<file path="src/verilog/tia_consts.svh">
// constants for the timer, interrupt collection and sink-current port block
// assumes a 20 MHz system clock and 32-bit APB word addressing (index * 4)
`ifndef TIA_CONSTS_SVH
`define TIA_CONSTS_SVH

// timing: reference clock rate and timer tick period
`define TIA_CLK_MHZ       20
`define TIA_TICK_US       1
`define TIA_TICK_CYC      (`TIA_CLK_MHZ * `TIA_TICK_US)

// register indexes; byte address is index * 4
`define TIA_IDX_GPIO_MSK0 8'h04
`define TIA_IDX_GPIO_MSK3 8'h07
`define TIA_IDX_GLB_IE    8'h20
`define TIA_IDX_EP_IE     8'h21
`define TIA_IDX_PEND      8'h22
`define TIA_IDX_VEC       8'h23
`define TIA_IDX_TMR_LO    8'h24
`define TIA_IDX_TMR_HI    8'h25
`define TIA_IDX_SNK_DATA  8'h30
`define TIA_IDX_SNK_IE    8'h31
`define TIA_IDX_SNK_POL   8'h32
`define TIA_IDX_SNK_LVL0  8'h38
`define TIA_IDX_GPIO_POL  8'h50

// field positions
`define TIA_TAP_FAST      6
`define TIA_TAP_SLOW      9

// reset values
`define TIA_RST_SNK_DATA  4'hf
`define TIA_RST_LVL       4'h0

`endif

</file>
<file path="src/verilog/tia_pkg.sv">
// types shared by the timer, interrupt collection and sink-current port block
// assumes the constants header is included by the design file
package tia_pkg;
	// apb request as driven by the master
	typedef struct packed {
		logic        psel;
		logic        penable;
		logic        pwrite;
		logic [9:0]  paddr;
		logic [31:0] pwdata;
	} tia_apb_req_s;
	// apb answer, every field from a flop
	typedef struct packed {
		logic        pready;
		logic        pslverr;
		logic [31:0] prdata;
	} tia_apb_rsp_s;
	// interrupt source numbers, lowest number served first
	typedef enum logic [3:0] {
		SRC_USB_RST, SRC_TMR_FAST, SRC_TMR_SLOW, SRC_EP0, SRC_EP1, SRC_EP2,
		SRC_EP3, SRC_EP4, SRC_SINK, SRC_GPIO, SRC_I2C
	} tia_src_e;
	typedef logic [10:0] tia_pend_t;
endpackage

</file>
<file path="src/verilog/tia_core.sv">
// timer, interrupt collection and sink-current port logic behind an apb slave
// assumes all inputs synchronous to i_ref_clk; cpu acks the presented vector
`timescale 1ns/1ps
`include "tia_consts.svh"

module tia_core
	import tia_pkg::*;
(
	input  wire logic         i_ref_clk,
	input  wire logic         i_reset,
	input  wire tia_apb_req_s i_apb,
	output tia_apb_rsp_s      o_apb,
	input  wire logic         i_usb_reset,
	input  wire logic [4:0]   i_ep_event,
	input  wire logic         i_i2c_event,
	input  wire logic [31:0]  i_gpio_pin,
	input  wire logic [3:0]   i_sink_pin,
	output logic [3:0]        o_sink_pullup_en,
	output logic [3:0]        o_sink_drive_en,
	output logic [15:0]       o_sink_level,
	output logic              o_irq_req,
	output logic [3:0]        o_irq_vec,
	input  wire logic         i_irq_ack
);
	localparam int TICK_CYC = `TIA_TICK_CYC;
	logic [4:0]   div_q;           // microsecond divider
	logic         tick_q;          // one-cycle 1 MHz enable
	logic [11:0]  timer_q;         // free-running count
	logic [3:0]   hold_q;          // upper bits caught on low read
	logic [1:0]   tap_prev_q;      // previous tap levels
	logic [5:0]   glb_ie_q;        // usb rst, fast, slow, sink, gpio, i2c
	logic [4:0]   ep_ie_q;         // endpoint enables
	logic [31:0]  gpio_msk_q;      // per-pin gpio masks
	logic [3:0]   gpio_pol_q;      // per-port edge, 1 = falling
	logic [31:0]  gpio_prev_q;     // previous gpio levels
	logic [3:0]   snk_data_q;      // written sink port data
	logic [3:0]   snk_ie_q;        // per-pin sink masks
	logic [3:0]   snk_pol_q;       // per-pin edge, 1 = falling
	logic [3:0]   snk_prev_q;      // previous sink levels
	logic [15:0]  snk_lvl_q;       // 4-bit level code per pin
	tia_pend_t    pend_q;          // held requests
	logic         rd_go;           // read being answered now
	logic         wr_go;           // write taking effect now
	logic [7:0]   idx;             // register index
	logic [31:0]  rd_data;         // read mux
	logic         rd_ok;           // readable address
	logic         wr_ok;           // writable address
	logic [1:0]   tap_rise;        // rising timer taps
	logic         gpio_hit;        // merged gpio event
	logic         sink_hit;        // merged sink event
	tia_pend_t    raw_ev;          // events before enables
	tia_pend_t    ev_en;           // enable per source
	tia_pend_t    pend_clr;        // bit taken by the cpu

	// edge picker: pol 0 catches rising, 1 catches falling
	function automatic logic edge_hit(input logic prev, input logic cur, input logic pol);
		edge_hit = pol ? (prev & ~cur) : (~prev & cur);
	endfunction
	// lowest pending number wins
	function automatic logic [3:0] first_pend(input tia_pend_t p);
		first_pend = 4'h0;
		for (int k = 10; k >= 0; k--) begin
			if (p[k]) begin
				first_pend = 4'(k);
			end
		end
	endfunction

	assign idx   = i_apb.paddr[9:2];
	assign rd_go = i_apb.psel & i_apb.penable & ~o_apb.pready & ~i_apb.pwrite;
	assign wr_go = i_apb.psel & i_apb.penable & o_apb.pready & i_apb.pwrite & wr_ok;

	// microsecond tick divider
	always_ff @(posedge i_ref_clk) begin
		if (i_reset) begin
			div_q  <= 5'h00;
			tick_q <= 1'b0;
		end else begin
			tick_q <= (div_q == 5'(TICK_CYC - 1));
			div_q  <= (div_q == 5'(TICK_CYC - 1)) ? 5'h00 : div_q + 5'h01;
		end
	end

	always_ff @(posedge i_ref_clk) begin
		if (i_reset) begin
			timer_q <= 12'h000;
		end else if (tick_q) begin
			timer_q <= timer_q + 12'h001;
		end
	end

	// latch upper bits on low read
	always_ff @(posedge i_ref_clk) begin
		if (i_reset) begin
			hold_q <= 4'h0;
		end else if (rd_go && idx == `TIA_IDX_TMR_LO) begin
			hold_q <= timer_q[11:8];
		end
	end

	// read decode; write-only registers refuse reads
	always_comb begin
		rd_data = 32'h0000_0000;
		rd_ok   = 1'b1;
		wr_ok   = 1'b1;
		unique case (idx)
			`TIA_IDX_GLB_IE:   rd_data = {26'h0, glb_ie_q};
			`TIA_IDX_EP_IE:    rd_data = {27'h0, ep_ie_q};
			`TIA_IDX_PEND: begin
				rd_data = {21'h0, pend_q};
				wr_ok   = 1'b0;
			end
			`TIA_IDX_VEC: begin
				rd_data = {27'h0, o_irq_req, o_irq_vec};
				wr_ok   = 1'b0;
			end
			`TIA_IDX_TMR_LO: begin
				rd_data = {24'h0, timer_q[7:0]};
				wr_ok   = 1'b0;
			end
			`TIA_IDX_TMR_HI: begin
				rd_data = {28'h0, hold_q};
				wr_ok   = 1'b0;
			end
			`TIA_IDX_SNK_DATA: rd_data = {28'h0, i_sink_pin};
			`TIA_IDX_GPIO_POL: rd_data = {28'h0, gpio_pol_q};
			`TIA_IDX_SNK_IE, `TIA_IDX_SNK_POL, `TIA_IDX_GPIO_MSK0, 8'h05, 8'h06,
			`TIA_IDX_GPIO_MSK3, `TIA_IDX_SNK_LVL0, 8'h39, 8'h3a, 8'h3f: rd_ok = 1'b0;
			default: begin
				rd_ok = 1'b0;
				wr_ok = 1'b0;
			end
		endcase
	end

	// apb answer: one wait cycle, then pready for one cycle; reset takes the idle path
	always_ff @(posedge i_ref_clk) begin
		if (!i_reset && i_apb.psel && i_apb.penable && !o_apb.pready) begin
			o_apb.pready  <= 1'b1;
			o_apb.pslverr <= i_apb.pwrite ? ~wr_ok : ~rd_ok;
			o_apb.prdata  <= (i_apb.pwrite || !rd_ok) ? 32'h0 : rd_data;
		end else begin
			o_apb <= '0;
		end
	end

	always_ff @(posedge i_ref_clk) begin
		if (i_reset) begin
			glb_ie_q <= 6'h00;
			ep_ie_q  <= 5'h00;
		end else if (wr_go && idx == `TIA_IDX_GLB_IE) begin
			glb_ie_q <= i_apb.pwdata[5:0];
		end else if (wr_go && idx == `TIA_IDX_EP_IE) begin
			ep_ie_q <= i_apb.pwdata[4:0];
		end
	end

	// gpio masks, one byte per port, and per-port polarity
	for (genvar p = 0; p < 4; p++) begin : g_gpio_cfg
		always_ff @(posedge i_ref_clk) begin
			if (i_reset) begin
				gpio_msk_q[8*p +: 8] <= 8'h00;
				gpio_pol_q[p]        <= 1'b0;
			end else if (wr_go && idx == `TIA_IDX_GPIO_MSK0 + 8'(p)) begin
				gpio_msk_q[8*p +: 8] <= i_apb.pwdata[7:0];
			end else if (wr_go && idx == `TIA_IDX_GPIO_POL) begin
				gpio_pol_q[p] <= i_apb.pwdata[p];
			end
		end
	end

	// sink port data, masks and polarity; pins map to bits 0,1,2,7
	always_ff @(posedge i_ref_clk) begin
		if (i_reset) begin
			snk_data_q <= `TIA_RST_SNK_DATA;
			snk_ie_q   <= 4'h0;
			snk_pol_q  <= 4'h0;
		end else if (wr_go && idx == `TIA_IDX_SNK_DATA) begin
			snk_data_q <= {i_apb.pwdata[7], i_apb.pwdata[2:0]};
		end else if (wr_go && idx == `TIA_IDX_SNK_IE) begin
			snk_ie_q <= {i_apb.pwdata[7], i_apb.pwdata[2:0]};
		end else if (wr_go && idx == `TIA_IDX_SNK_POL) begin
			snk_pol_q <= {i_apb.pwdata[7], i_apb.pwdata[2:0]};
		end
	end

	// one level register per sink pin
	for (genvar s = 0; s < 4; s++) begin : g_sink_lvl
		localparam logic [7:0] LVL_IDX = `TIA_IDX_SNK_LVL0 + ((s == 3) ? 8'h07 : 8'(s));
		always_ff @(posedge i_ref_clk) begin
			if (i_reset) begin
				snk_lvl_q[4*s +: 4] <= `TIA_RST_LVL;
			end else if (wr_go && idx == LVL_IDX) begin
				snk_lvl_q[4*s +: 4] <= i_apb.pwdata[3:0];
			end
		end
	end

	// one releases the sink, pull-up drives
	// zero drops the pull-up, sink on
	always_ff @(posedge i_ref_clk) begin
		if (i_reset) begin
			o_sink_pullup_en <= `TIA_RST_SNK_DATA;
			o_sink_drive_en  <= ~`TIA_RST_SNK_DATA;
			o_sink_level     <= 16'h0000;
		end else begin
			o_sink_pullup_en <= snk_data_q;
			o_sink_drive_en  <= ~snk_data_q;
			o_sink_level     <= snk_lvl_q;
		end
	end

	// previous levels for edge detection
	// pins tracked during reset too, so an idle-high pin gives no false edge
	always_ff @(posedge i_ref_clk) begin
		if (i_reset) begin
			tap_prev_q  <= 2'b00;
			gpio_prev_q <= i_gpio_pin;
			snk_prev_q  <= i_sink_pin;
		end else begin
			tap_prev_q  <= {timer_q[`TIA_TAP_SLOW], timer_q[`TIA_TAP_FAST]};
			gpio_prev_q <= i_gpio_pin;
			snk_prev_q  <= i_sink_pin;
		end
	end

	// event gathering
	always_comb begin
		gpio_hit = 1'b0;
		sink_hit = 1'b0;
		// taps at bits 6 and 9
		tap_rise = {timer_q[`TIA_TAP_SLOW], timer_q[`TIA_TAP_FAST]} & ~tap_prev_q;
		// all gpio pins merge into one request, all sink pins into another
		for (int g = 0; g < 32; g++) begin
			gpio_hit |= gpio_msk_q[g] & edge_hit(gpio_prev_q[g], i_gpio_pin[g], gpio_pol_q[g/8]);
		end
		for (int s = 0; s < 4; s++) begin
			sink_hit |= snk_ie_q[s] & edge_hit(snk_prev_q[s], i_sink_pin[s], snk_pol_q[s]);
		end
		// events of every source in vector order; endpoint events come from the usb engine
		raw_ev = {i_i2c_event, gpio_hit, sink_hit, i_ep_event, tap_rise, i_usb_reset};
		// each source has its own enable
		ev_en  = {glb_ie_q[5:3], ep_ie_q, glb_ie_q[2:0]};
	end

	assign pend_clr = i_irq_ack ? tia_pend_t'(11'h001 << o_irq_vec) : 11'h000;

	// held until taken; a new event beats the clear
	always_ff @(posedge i_ref_clk) begin
		if (i_reset) begin
			pend_q <= 11'h000;
		end else begin
			pend_q <= (pend_q & ~pend_clr) | (raw_ev & ev_en);
		end
	end

	always_ff @(posedge i_ref_clk) begin
		if (i_reset) begin
			o_irq_req <= 1'b0;
			o_irq_vec <= 4'h0;
		end else begin
			o_irq_req <= |(pend_q & ~pend_clr);
			o_irq_vec <= first_pend(pend_q & ~pend_clr);
		end
	end

	// count steps by one per tick
	tick_step_a: assert property (@(posedge i_ref_clk) disable iff (i_reset)
		tick_q |=> timer_q == $past(timer_q) + 12'h001)
		else $error("timer did not step on tick");
	// rising fast tap sets its request
	tap_rise_a: assert property (@(posedge i_ref_clk) disable iff (i_reset)
		(tap_rise[0] && glb_ie_q[1]) |=> pend_q[SRC_TMR_FAST])
		else $error("fast tap rise lost");
	tap_slow_a: assert property (@(posedge i_ref_clk) disable iff (i_reset)
		(!pend_q[SRC_TMR_SLOW] && !(timer_q[9] && !tap_prev_q[1])) |=> !pend_q[SRC_TMR_SLOW])
		else $error("slow tap set without bit 9 rise");
	hold_catch_a: assert property (@(posedge i_ref_clk) disable iff (i_reset)
		(rd_go && idx == `TIA_IDX_TMR_LO) |=> hold_q == $past(timer_q[11:8]))
		else $error("upper bits not latched");
	// high read answers from holding bits
	hold_read_a: assert property (@(posedge i_ref_clk) disable iff (i_reset)
		(rd_go && idx == `TIA_IDX_TMR_HI) |=> o_apb.pready && o_apb.prdata[3:0] == $past(hold_q))
		else $error("upper read not from hold");
	// pending stays until its vector is taken
	pend_keep_a: assert property (@(posedge i_ref_clk) disable iff (i_reset)
		(pend_q[SRC_GPIO] && !(i_irq_ack && o_irq_vec == SRC_GPIO)) |=> pend_q[SRC_GPIO])
		else $error("gpio request dropped");
	// without an ack, any pending shows a request next cycle
	req_show_a: assert property (@(posedge i_ref_clk) disable iff (i_reset)
		(|pend_q && !i_irq_ack) |=> o_irq_req ##0 pend_q[o_irq_vec])
		else $error("request or vector wrong");
	// data write reaches the pins two cycles on
	sink_out_a: assert property (@(posedge i_ref_clk) disable iff (i_reset)
		(wr_go && idx == `TIA_IDX_SNK_DATA) |=> ##1
		o_sink_pullup_en == {$past(i_apb.pwdata[7], 2), $past(i_apb.pwdata[2:0], 2)}
		&& o_sink_drive_en == ~o_sink_pullup_en)
		else $error("sink pin drive wrong");
	// masked sink pins never raise the port request
	sink_mask_a: assert property (@(posedge i_ref_clk) disable iff (i_reset)
		(snk_ie_q == 4'h0 && !pend_q[SRC_SINK]) |=> !pend_q[SRC_SINK])
		else $error("masked sink pin raised request");
endmodule // tia_core

</file>
<file path="config.mk">
export PLATFORM = sky130hd
export DESIGN_NAME = tia_core
export DESIGN_NICKNAME = d
export VERILOG_FILES = /design/src/verilog/tia_pkg.sv /design/src/verilog/tia_core.sv
export VERILOG_INCLUDE_DIRS = /design/src /design/src/verilog
export SDC_FILE = /design/constraint.sdc
export NUM_CORES = 1
export LEC_CHECK = 0
export ABC_AREA = 1
export BUFFER_PORTS_ARGS = -buffer_cell sky130_fd_sc_hd__buf_2
export CORE_ASPECT_RATIO = 2
export CORE_MARGIN = 2
export CORE_UTILIZATION = 45
export CTS_CLUSTER_SIZE = 30
export DETAILED_ROUTE_END_ITERATION = 6
export PLACE_DENSITY = 0.63
export SYNTH_ARGS = -nofsm -noshare
export SYNTH_HDL_FRONTEND = slang
export SYNTH_SLANG_ARGS = --single-unit
</file>
<file path="constraint.sdc">
create_clock -name i_ref_clk -period 2.07 [get_ports i_ref_clk]
set_input_delay 0.207 -clock i_ref_clk [delete_from_list [all_inputs] [get_ports i_ref_clk]]
set_output_delay 0.207 -clock i_ref_clk [all_outputs]
set_load 0.02 [all_outputs]
</file>
==> impl_metrics.yaml <==
outcome:
  outcome: "finished clean"
worst_setup_path:
  worstPathMaxFanout: 8
  timing.critical_path.buf_inv: 1
  slowest_delay_ns: 0.40
  cp-end-kind: "flip-flop"
  critPathKind: "reg2reg"
  cp.arrival_ns: 2.07
  crit_path_top_delay_cell: "dfxtp_1"
  startpoint_type: "flip-flop"
  crit_required_ns: 2.40
  worst_path_most_repeated_cell: "nand2_1"
  path_delay_family: "simple AND/OR/NAND/NOR gates"
  worstPathCellList: "or2_2 -> o21ai_0 -> nand2_1 -> nor2_1 -> nand4_1 -> nand2_1 -> inv_1"
synth:
  ys.warnings.count: 0
  yosys.area.top_type: "dfxtp_1"
  synth_area_leaders: "dfxtp_1 (46%), nand2_1 (15%), nor2_1 (11%), inv_1 (7.0%), o21ai_0 (3.0%)"
  synth.distinct_cells: 39
  synthArstFlopShare_pct: 0
  yosys-top-cells-count: "nand2_1 (335), nor2_1 (237), dfxtp_1 (188)"
  synth.most_common_cell: "nand2_1"
  ys_ff_latch: 188
  syn-instance-count: 1184
  synth_edf_count: 0
  yosysTopAreaCellShare_pct: 45.9
  synthFlopType: "dfxtp_1"
  synth_seq_area_share_pct: 45.9
  syn_avg_cell_area_um2: 6.92
  syn_area_mm2: 0.00820
final_layout:
  area_growth_syn_to_layout_pct: 21.6
  drive_gt1_share_pct: 14.8
  nets: 1432
  final_area_mm2: 0.00997
sta:
  max_freq_ghz: 0.575
  fin_crit_ns: 1.74
  rsz0062_at_grt: "false"
  fin_crit_sh_pct: 83.9
  fin_tns_setup_ns: 0
  hold_violations: 0
  max_slew_margin_pct: 66.7
  finalSetupViolCount: 0
  fin_skew_ns: 0.00734
  tightest_slew_ns: 0.498
  hold_slack_ns: 0.0228
  slew_viol_final: 0
routing:
  wl_per_cell_um: 13.6
  remaining_drc_errors: 0
  firstDrtPassIters: 6
  vias_per_cell: 4.74
  vias: 7414
  totalWireLength_mm: 21.2
  postRouteAntennaNets: 0
  drt_iter0_markers: 277
placed_design:
  port_buffers: 106
  hpwl_mm: 15.5
  place_area_mm2: 0.00898
  routabilityCongestion: 0.888
min_path:
  hold_class: "in2reg"
power_and_ir_drop:
  leakagePower_nw: 4.89
  power_density_mw_per_mm2: 753
  max-vdd-ir-drop_mv: 0.559
cts:
  htree_levels: 4
  clock_path_buffers: 2
  clkSinkCount: 188
  cts_resized: 0
  cts_buffers: 17
  clk_latency_ns: 0.43
  clk_pin_slew_worst_paths_ns: 0.07
  cts_tree: "built"
  cts_root_buf: "clkbuf_16"
  cts_setup_buffers: 0
die:
  num_rows: 69
  dieHeight_um: 195
  die-area_mm2: 0.0194
  start_util_pct: 46.1
  core_mm2: 0.0178
  pin_count: 154
  die_x_um: 99.4
global_routing:
  grt_first_pass_wirelength_mm: 34.1
  grt.total_usage_pct: 22.4
  grt_pass1_vias: 7068
  grt-ovfl-total: 0
  grt_max_degree: 42
  antenna_found_initial: 1
flow_run:
  maxCapViolCount: 0
==> layout by cell type (no fill, tap or decap), types with 2 or more instances in the layout <==
| cell | count |
|---|---|
| nor2_4 | 4 |
| a21boi_0 | 2 |
| nand3_4 | 11 |
| nand4_1 | 15 |
| clkbuf_16 | 17 |
| bufinv_16 | 4 |
| o21ai_0 | 49 |
| nor4_1 | 2 |
| buf_12 | 3 |
| buf_2 | 106 |
| buf_4 | 22 |
| inv_2 | 5 |
| nand2_1 | 335 |
| nand3_2 | 4 |
| o22ai_1 | 4 |
| conb_1 | 21 |
| inv_1 | 153 |
| a31oi_1 | 3 |
| xnor2_1 | 2 |
| nor2_1 | 237 |
| clkinvlp_4 | 4 |
| nand3_1 | 47 |
| nor2_2 | 10 |
| dfxtp_1 | 188 |
| a21oi_1 | 36 |
| nand2_2 | 2 |
| nor3_1 | 7 |
| ha_1 | 2 |
| o31ai_1 | 2 |
| dlygate4sd3_1 | 37 |
==> where the power goes <==
| part | total (mW) | switching [mW] | internal (mW) |
|---|---|---|---|
| combinational | 0.407 | 0.256 | 0.151 |
| clock | 3.42 | 1.38 | 2.04 |
| sequential | 3.68 | 0.0195 | 3.66 |
| total | 7.51 | 1.66 | 5.85 |
==> metal layers <==
layer | GRT usage (%) | wire [um]
met3 | 3.49 | 663
met5 | 0 | 13
met1 | 22.7 | 8180
met4 | 11.2 | 863
met2 | 42.9 | 11500
==> kinds of logic (layout without fill, tap and decap cells) <==
kind of cell,Yosys count,after routing,synth area share (%)
and+or+nand+nor,680,680,35.9
AOI/OAI and AO/OA,101,101,6.58
xor gates and xnor gates,2,2,0.214
adders and majority gates,2,2,0.305
buffers and inverters,210,355,11.0
other,1,22,0.0458
DFF,188,188,45.9
==> area by class of cell <==
cell class                 count  area [um^2]
clock buffer                  19          443
multi-input combinational    806         3610
tap                          213          267
fill                        1756         7820
clock inverter                10          168
inverter                     158          593
timing repair buffer         168         1130
antenna                        1         2.50
sequential                   188         3760
==> stage by stage <==
| step | setup slack [ns] | util, % | total power [mW] | cells |
|---|---|---|---|---|
| after CTS | 0.347 | 56.0 | 7.56 | 1562 |
| final | 0.332 | 56.1 | 7.51 | 1563 |
| after global placement | 0.197 | 50.5 | 4.11 | 1496 |
| after global routing | 0.174 | 56.0 | 7.74 | 1562 |
| after detailed placement | 0.171 | 50.5 | 4.11 | 1496 |
| after floorplan | 0.303 | - | 3.98 | 1204 |
==> repair_timing <==
| action | 4_1_cts | 5_1_grt |
|---|---|---|
| hold endpoints to repair | 37 | 0 |
| hold buffers | 37 | 0 |
| endpoints found under the setup margin | 0 | 0 |
==> state kept, by name, indices dropped and copies added (netlist names), 6 cells and up <==
name and cells:
glb_ie_q 6, gpio_msk_q 32, gpio_prev_q 32, o_apb 13, o_sink_level 16, pend_q 11
snk_lvl_q 16, timer_q 12
==> worst min-delay path, cell delays in order <==
cell,delay (ns)
buf_2,0.10
nand2_1,0.05
a21oi_1,0.05
==> final timing paths <==
kind	cells past startpoint	slack, ns	endpoint	start
max	7	0.33	o_irq_req$_SDFF_PP0_	o_irq_vec[0]$_SDFF_PP0_
min reg2reg	2	0.43	o_sink_level[1]$_SDFF_PP0_	snk_lvl_q[1]$_SDFFE_PP0P_
max reg2reg	7	0.33	o_irq_req$_SDFF_PP0_	o_irq_vec[0]$_SDFF_PP0_
min	3	0.02	pend_q[10]$_SDFF_PP0_	i_i2c_event
Note: power is estimated with default switching activity, not from simulation.
